### config.mk
export PLATFORM = sky130hd
export DESIGN_NAME = usb_cmd_device_flat
export DESIGN_NICKNAME = d
export VERILOG_FILES = /design/src/usb_cmd_pkg.sv /design/src/cmd_port_if.sv /design/src/usb_cmd_device.sv /design/src/flat_wrapper.sv
export SDC_FILE = /design/constraint.sdc
export NUM_CORES = 1
export LEC_CHECK = 0
export ABC_AREA = 1
export BUFFER_PORTS_ARGS = -buffer_cell sky130_fd_sc_hd__buf_2
export CORE_ASPECT_RATIO = 0.6
export CORE_UTILIZATION = 63
export CTS_BUF_LIST = sky130_fd_sc_hd__clkbuf_4
export CTS_CLUSTER_DIAMETER = 150
export DETAILED_ROUTE_END_ITERATION = 10
export PLACE_DENSITY = 0.82
export SYNTH_ARGS = -nofsm -noshare
export SYNTH_HDL_FRONTEND = slang
export SYNTH_SLANG_ARGS = --single-unit
### constraint.sdc
create_clock -name pclk -period 2 [get_ports pclk]
set_clock_uncertainty 0.05 [all_clocks]
set_input_delay 0.4 -clock pclk [delete_from_list [all_inputs] [get_ports pclk]]
set_output_delay 0.4 -clock pclk [all_outputs]
set_load 0.1 [all_outputs]
### src/usb_cmd_pkg.sv
// constants shared by the command port device end and its host end
// Overview of operation
// - new setup before ack or stall sets overrun flag
// - reading status clears overrun once setup stored
// - firmware checks overrun before ack or stall
// - status bit 2 shows setup in buffer
// - status bit 1 shows cpu buffer select
// - setup arrival disables validate and clear commands for buffers 0 and 1
// - code f4 acknowledges setup, re-enables commands
// - codes a0..af read one endpoint status byte
// - each new transaction overwrites stored status
// - bit 7 flags event before status read
// - bit 6 holds last good data toggle
// - bit 0 set on successful transfer
// - code 0001 bad pid check, 0010 unknown
// - code 0011 unexpected packet or misdirected setup
// - error field bits 4..1 with listed codes
// - code 1001 when nak sent or received
// - code 1010 when stall handshake sent
// - code 1011 when packet overflows buffer
// - codes 1100 empty iso, 1111 wrong toggle
// - suspend blocks writes and reads until unlock
// - firmware sends b0 then 37, aa
// - key aa37 lifts the protection
package usb_cmd_pkg;
	// command codes
	localparam logic [7:0]  CMD_ACK_SETUP = 8'hf4;
	localparam logic [7:0]  CMD_UNLOCK    = 8'hb0;
	localparam logic [3:0]  GRP_VALIDATE  = 4'h6;
	localparam logic [3:0]  GRP_CLEAR     = 4'h7;
	localparam logic [3:0]  GRP_ERR_READ  = 4'ha;
	localparam logic [3:0]  GRP_STAT_READ = 4'hd;
	localparam logic [15:0] UNLOCK_KEY    = 16'haa37;
	// status copy fields
	localparam int OVR_BIT   = 3;
	localparam int SETUP_BIT = 2;
	localparam int CPU_BUFFER_SELECT_BIT = 1;
	// transaction status fields
	localparam int MISSED_BIT = 7;
	localparam int TOGGLE_BIT = 6;
	localparam int ERR_LSB    = 1;
	localparam int OK_BIT     = 0;
	// error codes
	localparam logic [3:0] ERR_NONE      = 4'h0;
	localparam logic [3:0] ERR_PID_CHECK = 4'h1;
	localparam logic [3:0] ERR_PID_UNDEF = 4'h2;
	localparam logic [3:0] ERR_UNEXPECT  = 4'h3;
	localparam logic [3:0] ERR_TOKEN_CRC = 4'h4;
	localparam logic [3:0] ERR_DATA_CRC  = 4'h5;
	localparam logic [3:0] ERR_TIMEOUT   = 4'h6;
	localparam logic [3:0] ERR_BABBLE    = 4'h7;
	localparam logic [3:0] ERR_EOP       = 4'h8;
	localparam logic [3:0] ERR_NAK       = 4'h9;
	localparam logic [3:0] ERR_STALL     = 4'ha;
	localparam logic [3:0] ERR_OVERFLOW  = 4'hb;
	localparam logic [3:0] ERR_ISO_EMPTY = 4'hc;
	localparam logic [3:0] ERR_STUFF     = 4'hd;
	localparam logic [3:0] ERR_SYNC      = 4'he;
	localparam logic [3:0] ERR_TOGGLE    = 4'hf;
	// reset values
	localparam logic [7:0] STATUS_RST = 8'h00;
	// host apb map
	localparam logic [11:0] ORDER_OFS  = 12'h000;
	localparam logic [11:0] REPORT_OFS = 12'h004;
	localparam int ORD_CODE_LSB  = 0;
	localparam int ORD_D0_LSB    = 8;
	localparam int ORD_D1_LSB    = 16;
	localparam int ORD_NWR_LSB   = 24;
	localparam int ORD_READ_BIT  = 26;
	localparam int REP_BUSY_BIT  = 0;
	localparam int REP_DATA_LSB  = 8;
	typedef enum logic [2:0] {
		H_IDLE  = 3'b000,
		H_CMD   = 3'b001,
		H_DATA  = 3'b010,
		H_READ  = 3'b011,
		H_WAITR = 3'b100
	} host_state_e;
endpackage : usb_cmd_pkg

### src/cmd_port_if.sv
// parallel command port between controller firmware and the usb device
`timescale 1ns/1ps
`default_nettype none
interface cmd_port_if;
	logic       wr;
	logic       rd;
	logic       a0;
	logic [7:0] wdata;
	logic [7:0] rdata;
	logic       rvalid;
	modport dev (input wr, input rd, input a0, input wdata, output rdata, output rvalid);
	modport host (output wr, output rd, output a0, output wdata, input rdata, input rvalid);
endinterface : cmd_port_if
`default_nettype wire

### src/usb_cmd_device.sv
// device end: setup flags, transaction status, unlock and command decode
`timescale 1ns/1ps
`default_nettype none
module usb_cmd_device (
	// clock and reset
	input  wire logic        pclk,
	input  wire logic        presetn,
	// command port
	cmd_port_if.dev          port,
	// usb engine side
	input  wire logic        setup_rx,
	input  wire logic        setup_store_done,
	input  wire logic        ep0_stalled,
	input  wire logic        suspend,
	input  wire logic        txn_valid,
	input  wire logic [3:0]  txn_ep,
	input  wire logic [3:0]  txn_code,
	input  wire logic [7:0]  txn_pid,
	input  wire logic        txn_ok,
	input  wire logic        txn_toggle,
	// buffer command outputs
	output logic             validate_pulse,
	output logic             clear_pulse,
	output logic [3:0]       buf_ep,
	output logic             write_locked,
	output logic             setup_cmds_off
);
	import usb_cmd_pkg::*;

	// ==========================================================
	// pid sanity check ahead of the engine's own code
	function automatic logic [3:0] classify(input logic [7:0] pid, input logic [3:0] code);
		logic [3:0] res;
		res = code;
		if (pid[7:4] != ~pid[3:0])
			res = ERR_PID_CHECK;
		else if (pid[3:0] == 4'h0)
			res = ERR_PID_UNDEF;
		return res;
	endfunction : classify

	// ==========================================================
	// state
	logic [7:0]  cmd_q, cmd_d;
	logic        byte_q, byte_d;
	logic [7:0]  key_lo_q, key_lo_d;
	logic        locked_q, locked_d;
	logic        pending_q, pending_d;
	logic        present_q, present_d;
	logic        overrun_q, overrun_d;
	logic [15:0] cpu_buffer_select_q, cpu_buffer_select_d;
	logic [15:0] status_missed_flag_q, status_missed_flag_d;
	logic [7:0]  stat_q [16];
	logic [7:0]  stat_d [16];
	logic [7:0]  rdata_q, rdata_d;
	logic        rvalid_q, rvalid_d;
	logic        valid_q, valid_d;
	logic        clr_q, clr_d;
	logic [3:0]  bep_q, bep_d;

	logic       cmd_wr;
	logic       dat_wr;
	logic       dat_rd;
	logic [3:0] sel;
	logic [3:0] grp;
	logic [7:0] image;

	assign cmd_wr = port.wr & port.a0;
	assign dat_wr = port.wr & ~port.a0;
	assign dat_rd = port.rd & ~port.a0;
	assign sel    = cmd_q[3:0];
	assign grp    = cmd_q[7:4];

	// ==========================================================
	// next state
	always_comb begin
		cmd_d     = cmd_q;
		byte_d    = byte_q;
		key_lo_d  = key_lo_q;
		locked_d  = locked_q;
		pending_d = pending_q;
		present_d = present_q;
		overrun_d = overrun_q;
		cpu_buffer_select_d  = cpu_buffer_select_q;
		status_missed_flag_d  = status_missed_flag_q;
		stat_d    = stat_q;
		rdata_d   = rdata_q;
		rvalid_d  = 1'b0;
		valid_d   = 1'b0;
		clr_d     = 1'b0;
		bep_d     = bep_q;
		image     = STATUS_RST;

		// ---- command phase
		if (cmd_wr) begin
			cmd_d  = port.wdata;
			byte_d = 1'b0;
			if (!locked_q) begin
				if (port.wdata == CMD_ACK_SETUP)
					pending_d = 1'b0;
				if ((port.wdata[7:4] == GRP_VALIDATE || port.wdata[7:4] == GRP_CLEAR)
						&& !(pending_q && port.wdata[3:1] == 3'b000)) begin
					valid_d = (port.wdata[7:4] == GRP_VALIDATE);
					clr_d   = (port.wdata[7:4] == GRP_CLEAR);
					bep_d   = port.wdata[3:0];
					cpu_buffer_select_d[port.wdata[3:0]] = ~cpu_buffer_select_q[port.wdata[3:0]];
					if (port.wdata[3:0] == 4'h0 && port.wdata[7:4] == GRP_CLEAR)
						present_d = 1'b0;
				end
			end
		end

		// ---- unlock key, low byte first
		if (dat_wr && cmd_q == CMD_UNLOCK) begin
			byte_d = ~byte_q;
			if (!byte_q)
				key_lo_d = port.wdata;
			else if ({port.wdata, key_lo_q} == UNLOCK_KEY && !suspend)
				locked_d = 1'b0;
			else
				locked_d = 1'b1;
		end

		// ---- reads
		image[OVR_BIT]    = (sel == 4'h0) ? overrun_q : 1'b0;
		image[SETUP_BIT]  = (sel == 4'h0) ? present_q : 1'b0;
		image[CPU_BUFFER_SELECT_BIT] = cpu_buffer_select_q[sel];
		if (dat_rd) begin
			rvalid_d = 1'b1;
			rdata_d  = STATUS_RST;
			if (!locked_q) begin
				if (grp == GRP_ERR_READ) begin
					rdata_d = stat_q[sel];
					status_missed_flag_d[sel] = 1'b0;
					stat_d[sel][MISSED_BIT] = 1'b0;
				end else if (grp == GRP_STAT_READ) begin
					rdata_d = image;
					if (sel == 4'h0 && setup_store_done)
						overrun_d = 1'b0;
				end
			end
		end

		// ---- usb events; set wins over clear
		if (setup_rx) begin
			if (pending_q && !ep0_stalled)
				overrun_d = 1'b1;
			pending_d = 1'b1;
			present_d = 1'b1;
		end else if (ep0_stalled) begin
			pending_d = 1'b0;
		end
		if (txn_valid) begin
			stat_d[txn_ep][MISSED_BIT] = status_missed_flag_q[txn_ep] | stat_q[txn_ep][MISSED_BIT];
			if (txn_ok)
				stat_d[txn_ep][TOGGLE_BIT] = txn_toggle;
			stat_d[txn_ep][5] = 1'b0;
			stat_d[txn_ep][ERR_LSB +: 4] = classify(txn_pid, txn_code);
			stat_d[txn_ep][OK_BIT] = txn_ok;
			status_missed_flag_d[txn_ep] = 1'b1;
		end
		if (suspend)
			locked_d = 1'b1;
	end

	// ==========================================================
	// registers
	always_ff @(posedge pclk or negedge presetn) begin
		if (!presetn) begin
			cmd_q     <= 8'h00;
			byte_q    <= 1'b0;
			key_lo_q  <= 8'h00;
			locked_q  <= 1'b0;
			pending_q <= 1'b0;
			present_q <= 1'b0;
			overrun_q <= 1'b0;
			cpu_buffer_select_q  <= 16'h0000;
			status_missed_flag_q  <= 16'h0000;
			for (int i = 0; i < 16; i++) begin
				stat_q[i] <= STATUS_RST;
			end
			rdata_q   <= 8'h00;
			rvalid_q  <= 1'b0;
			valid_q   <= 1'b0;
			clr_q     <= 1'b0;
			bep_q     <= 4'h0;
		end else begin
			cmd_q     <= cmd_d;
			byte_q    <= byte_d;
			key_lo_q  <= key_lo_d;
			locked_q  <= locked_d;
			pending_q <= pending_d;
			present_q <= present_d;
			overrun_q <= overrun_d;
			cpu_buffer_select_q  <= cpu_buffer_select_d;
			status_missed_flag_q  <= status_missed_flag_d;
			stat_q    <= stat_d;
			rdata_q   <= rdata_d;
			rvalid_q  <= rvalid_d;
			valid_q   <= valid_d;
			clr_q     <= clr_d;
			bep_q     <= bep_d;
		end
	end

	assign port.rdata     = rdata_q;
	assign port.rvalid    = rvalid_q;
	assign validate_pulse = valid_q;
	assign clear_pulse    = clr_q;
	assign buf_ep         = bep_q;
	assign write_locked   = locked_q;
	assign setup_cmds_off = pending_q;
endmodule : usb_cmd_device
`default_nettype wire

### src/flat_wrapper.sv
// flat-port wrapper written by rule: the top's interface ports become plain ports
module usb_cmd_device_flat import usb_cmd_pkg::*;
  (pclk, presetn, setup_rx, setup_store_done, ep0_stalled, suspend, txn_valid, txn_ep, txn_code, txn_pid, txn_ok, txn_toggle, validate_pulse, clear_pulse, buf_ep, write_locked, setup_cmds_off, port_wr, port_rd, port_a0, port_wdata, port_rdata, port_rvalid);
  cmd_port_if port_i ();
  input  wire logic pclk;
  input  wire logic presetn;
  input  wire logic setup_rx;
  input  wire logic setup_store_done;
  input  wire logic ep0_stalled;
  input  wire logic suspend;
  input  wire logic txn_valid;
  input  wire logic [3:0] txn_ep;
  input  wire logic [3:0] txn_code;
  input  wire logic [7:0] txn_pid;
  input  wire logic txn_ok;
  input  wire logic txn_toggle;
  output logic validate_pulse;
  output logic clear_pulse;
  output logic [3:0] buf_ep;
  output logic write_locked;
  output logic setup_cmds_off;
  input wire logic [$bits(port_i.wr)-1:0] port_wr;
  input wire logic [$bits(port_i.rd)-1:0] port_rd;
  input wire logic [$bits(port_i.a0)-1:0] port_a0;
  input wire logic [$bits(port_i.wdata)-1:0] port_wdata;
  output wire logic [$bits(port_i.rdata)-1:0] port_rdata;
  output wire logic [$bits(port_i.rvalid)-1:0] port_rvalid;
  assign port_i.wr = port_wr;
  assign port_i.rd = port_rd;
  assign port_i.a0 = port_a0;
  assign port_i.wdata = port_wdata;
  assign port_rdata = port_i.rdata;
  assign port_rvalid = port_i.rvalid;
  usb_cmd_device u_core (.pclk(pclk), .presetn(presetn), .port(port_i), .setup_rx(setup_rx), .setup_store_done(setup_store_done), .ep0_stalled(ep0_stalled), .suspend(suspend), .txn_valid(txn_valid), .txn_ep(txn_ep), .txn_code(txn_code), .txn_pid(txn_pid), .txn_ok(txn_ok), .txn_toggle(txn_toggle), .validate_pulse(validate_pulse), .clear_pulse(clear_pulse), .buf_ep(buf_ep), .write_locked(write_locked), .setup_cmds_off(setup_cmds_off));
endmodule
==> out/metrics.cfg <==
[status]
status=finished, final reports clean

[placed_design]
dp_hpwl_mm=19.38
io_buffers=52
placedCellCount=1439
dpl_worst_slack_ps=44.78
routabilityCongestion=0.9613
post_dp_cell_area_um2=10110

[timing]
rsz0062_at_grt=false
min_period_ps=1939
fmax_ghz=0.5158
tightest_slew_ps=586.3
setup_violations=0
period_share=0.9694
hold_viol=0
slew_viol_final=0
timing.final.ws_setup_ps=61.21
slew_headroom=0.6087
fin_tns_setup_ps=0

[layout]
antenna_cells=0
layout-drive-gt1-share=0.1449
area_growth_pct=13.16
fin_area_um2=10470
fill_cells=1067
finalNonFillerCells=1476
post-route-util=0.7477
layout.nets=1307

[yosys]
synthesis.area_um2=9249
synth_warnings=0
yosys.area_share.simple=0.2702
seq_area_frac_synth=0.5303
ys_types=35
syn_inst=1168
ys_ff_latch=196
synth_compound_gate_area_share=0.1312
avgSynthCellArea_um2=7.919
synthAdderAreaFrac=0
synth_xor_xnor_area_share=0.001894
synthArstFlopShare=1.000
synth_edf_count=0
yosys-mux-area-fraction=0
syn-num-nets=1204
synth_top_family_by_area=simple AND/OR/NAND/NOR gates
synth_flop_cell=dfrtp_1

[clock_tree]
cts_buffer_depth=2
cts_tree=yes
numCtsBuffers=17
cts_setup_buffers=0
clock_sinks=196
clkSlewWorstSetupHoldPaths_ps=170
cts.root.buffer_cell=clkbuf_4
insertion_delay_ps=580
cts_htree_levels=4

[worst_setup_path]
reg2reg_from=u_core.cmd_q[0]
required_ps=1550
crit_path_start_kind=flip-flop
reg2regPathDepth=9
cpPeakStageDelay_ps=460
r2r_slack_ps=110
cp_cell_sequence=buf_2
critPathSlowestCell=buf_2
arrival_ps=1490
crit_path_end_kind=primary output
crit_type=reg -> out
critPathTopFamily=buffers and inverters
regToRegEndpoint=u_core.port.rdata[2]
path_buf_inv=1
worstPathMaxFanout=2

[min_path]
whs_path_depth=3
min_from=port_wdata[5]
worst_hold_path_type=in -> reg
whs_endpoint=u_core.clear_pulse

[grt]
grt_pass1_vias=7768
antenna_found_initial=0
grt_overflow=0
grt_usage=0.3777
grt_pass1_wl_mm=41.89
grt_max_degree=56

[detailed_routing]
drt_iter0_markers=1101
routed_wl_mm=26.06
drc=0
avgRoutedWirePerCell_um=17.66
via_count=8414
viasPerCell=5.701
drt_first_pass_iters=6
drtAntennaViolNets=0

[pwr]
internal-power_w=0.005806
p_clk_frac=0.256
power_frac_seq=0.550
p_per_area_nw_per_um2=834.4
peakVddDrop_uv=510.0
p_comb_frac=0.194
power.share.switching=0.3351
p_switching_w=0.002927
p_leak_nw=5.545

[floorplan]
start_util=0.6608
die_w_um=158.4
ios=53
core_um2=14000
die_area_um2=15190
rows=33
die_h_um=95.86

[run]
cap_violations=0

-- metal layers --
layer  part of all wire  GRT usage  vias up
met2               0.38     0.4934      464
met5                  0          0        -
met1               0.46     0.5961     3959
li1                   -          -     3961
met3               0.14     0.1292       30
met4              0.013    0.07692        0
-- worst min-delay path, delay by kind of cell --
family	cells	cell delay (ps)
buf+inv	1	130
simple gates	2	120
-- layout make-up --
class	count	area, um^2	share of cell area
clock inverters	15	167.7	0.01602
multi-input cells	829	3737	0.3571
inverters	103	389.1	0.03718
well taps	192	240.2	0.02295
repair buffers	124	897.1	0.08571
flip-flops and latches	196	4907	0.4689
clock buffers	17	127.6	0.01219
-- cell usage in the layout (no fill, tap or decap), types with 2 or more instances in the layout --
cell type and instances:
nand2_4 2, nor2_4 3, nand3_1 43, a21oi_1 6, a22oi_1 42, o211ai_1 2, xnor2_1 2, buf_12 6
inv_2 5, inv_1 96, bufinv_16 2, clkbuf_4 17, nor2_2 2, nor3_1 3, o21ai_1 5, buf_2 51
nor4_1 2, dfrtp_1 194, nor2_1 86, a22o_1 2, nand2_1 456, o21ai_2 12, dfrtp_2 2, dlygate4sd3_1 5
o21ai_0 138, clkinvlp_4 2, nand4_1 10, clkinv_1 3, buf_4 61, inv_8 4, nand2_2 7, inv_6 3
-- per-stage QoR --
step                hold WS (ps)  power (W)
finish                     32.58   0.008733
global route               2.975   0.009145
CTS                        6.857   0.008704
detailed placement         291.6   0.006510
global placement           287.7   0.006464
floorplan                  54.41   0.005842
-- cells by family (layout without fill, tap and decap cells) --
family | after synthesis | in the layout
flops | 196 | 196
simple gates | 617 | 617
xor+xnor | 2 | 2
compound gates | 210 | 210
buf+inv | 143 | 259
-- synthesized netlist by cell type (3+ instances only) --
master	instances	area (um^2)
nand2_1	456	1712
dfrtp_1	196	4905
o21ai_0	138	690.7
inv_1	96	360.4
nor2_1	86	322.8
nand3_1	43	215.2
a22oi_1	42	315.3
clkbuf_1	14	52.55
buf_2	12	60.06
nand4_1	10	62.56
o21ai_2	10	87.58
nand2_2	7	43.79
o21ai_1	7	35.03
a21oi_1	6	30.03
buf_4	5	37.54
buf_6	5	56.30
inv_2	5	18.77
clkbuf_2	3	15.01
nor2_4	3	33.78
nor3_1	3	15.01
-- timing repair --
item | in CTS | in global routing
resized for setup | 0 | 4
endpoints found under the hold margin | 45 | 0
hold buffers | 5 | 0
setup endpoints to repair | 0 | 2
-- how the worst max path moves through the flow --
stage | start | to | depth (start not counted)
floorplan | u_core.write_locked | u_core.stat_q[95] | 9
global placement | u_core.cmd_q[0] | u_core.port.rdata[2] | 9
detailed placement | u_core.cmd_q[1] | u_core.port.rdata[3] | 10
CTS | u_core.cmd_q[1] | u_core.port.rdata[3] | 10
global route | u_core.port.rdata[1] | port_rdata[1] | 1
finish | u_core.port.rdata[1] | port_rdata[1] | 1
-- sequential cells by signal, summed over array words and instances, names as in the netlist --
name,count
u_core.present_q,1
u_core.key_lo_q,8
u_core.cmd_q,8
u_core.setup_cmds_off,1
u_core.stat_q,128
u_core.port.rvalid,1
u_core.write_locked,1
u_core.validate_pulse,1
u_core.buf_ep,4
u_core.byte_q,1
u_core.status_missed_flag_q,16
u_core.overrun_q,1
u_core.cpu_buffer_select_q,16
u_core.port.rdata,8
u_core.clear_pulse,1
-- power by group through the flow --
stage,logic [W],clock network (W),registers (W)
2_1_floorplan,0.000977,0,0.00486
3_3_place_gp,0.00161,0,0.00485
3_5_place_dp,0.00165,0,0.00486
4_1_cts,0.00167,0.00226,0.00478
5_1_grt,0.00188,0.00242,0.00485
6_report,0.00169,0.00223,0.00481
No activity file was read; power rests on OpenSTA's default activity.
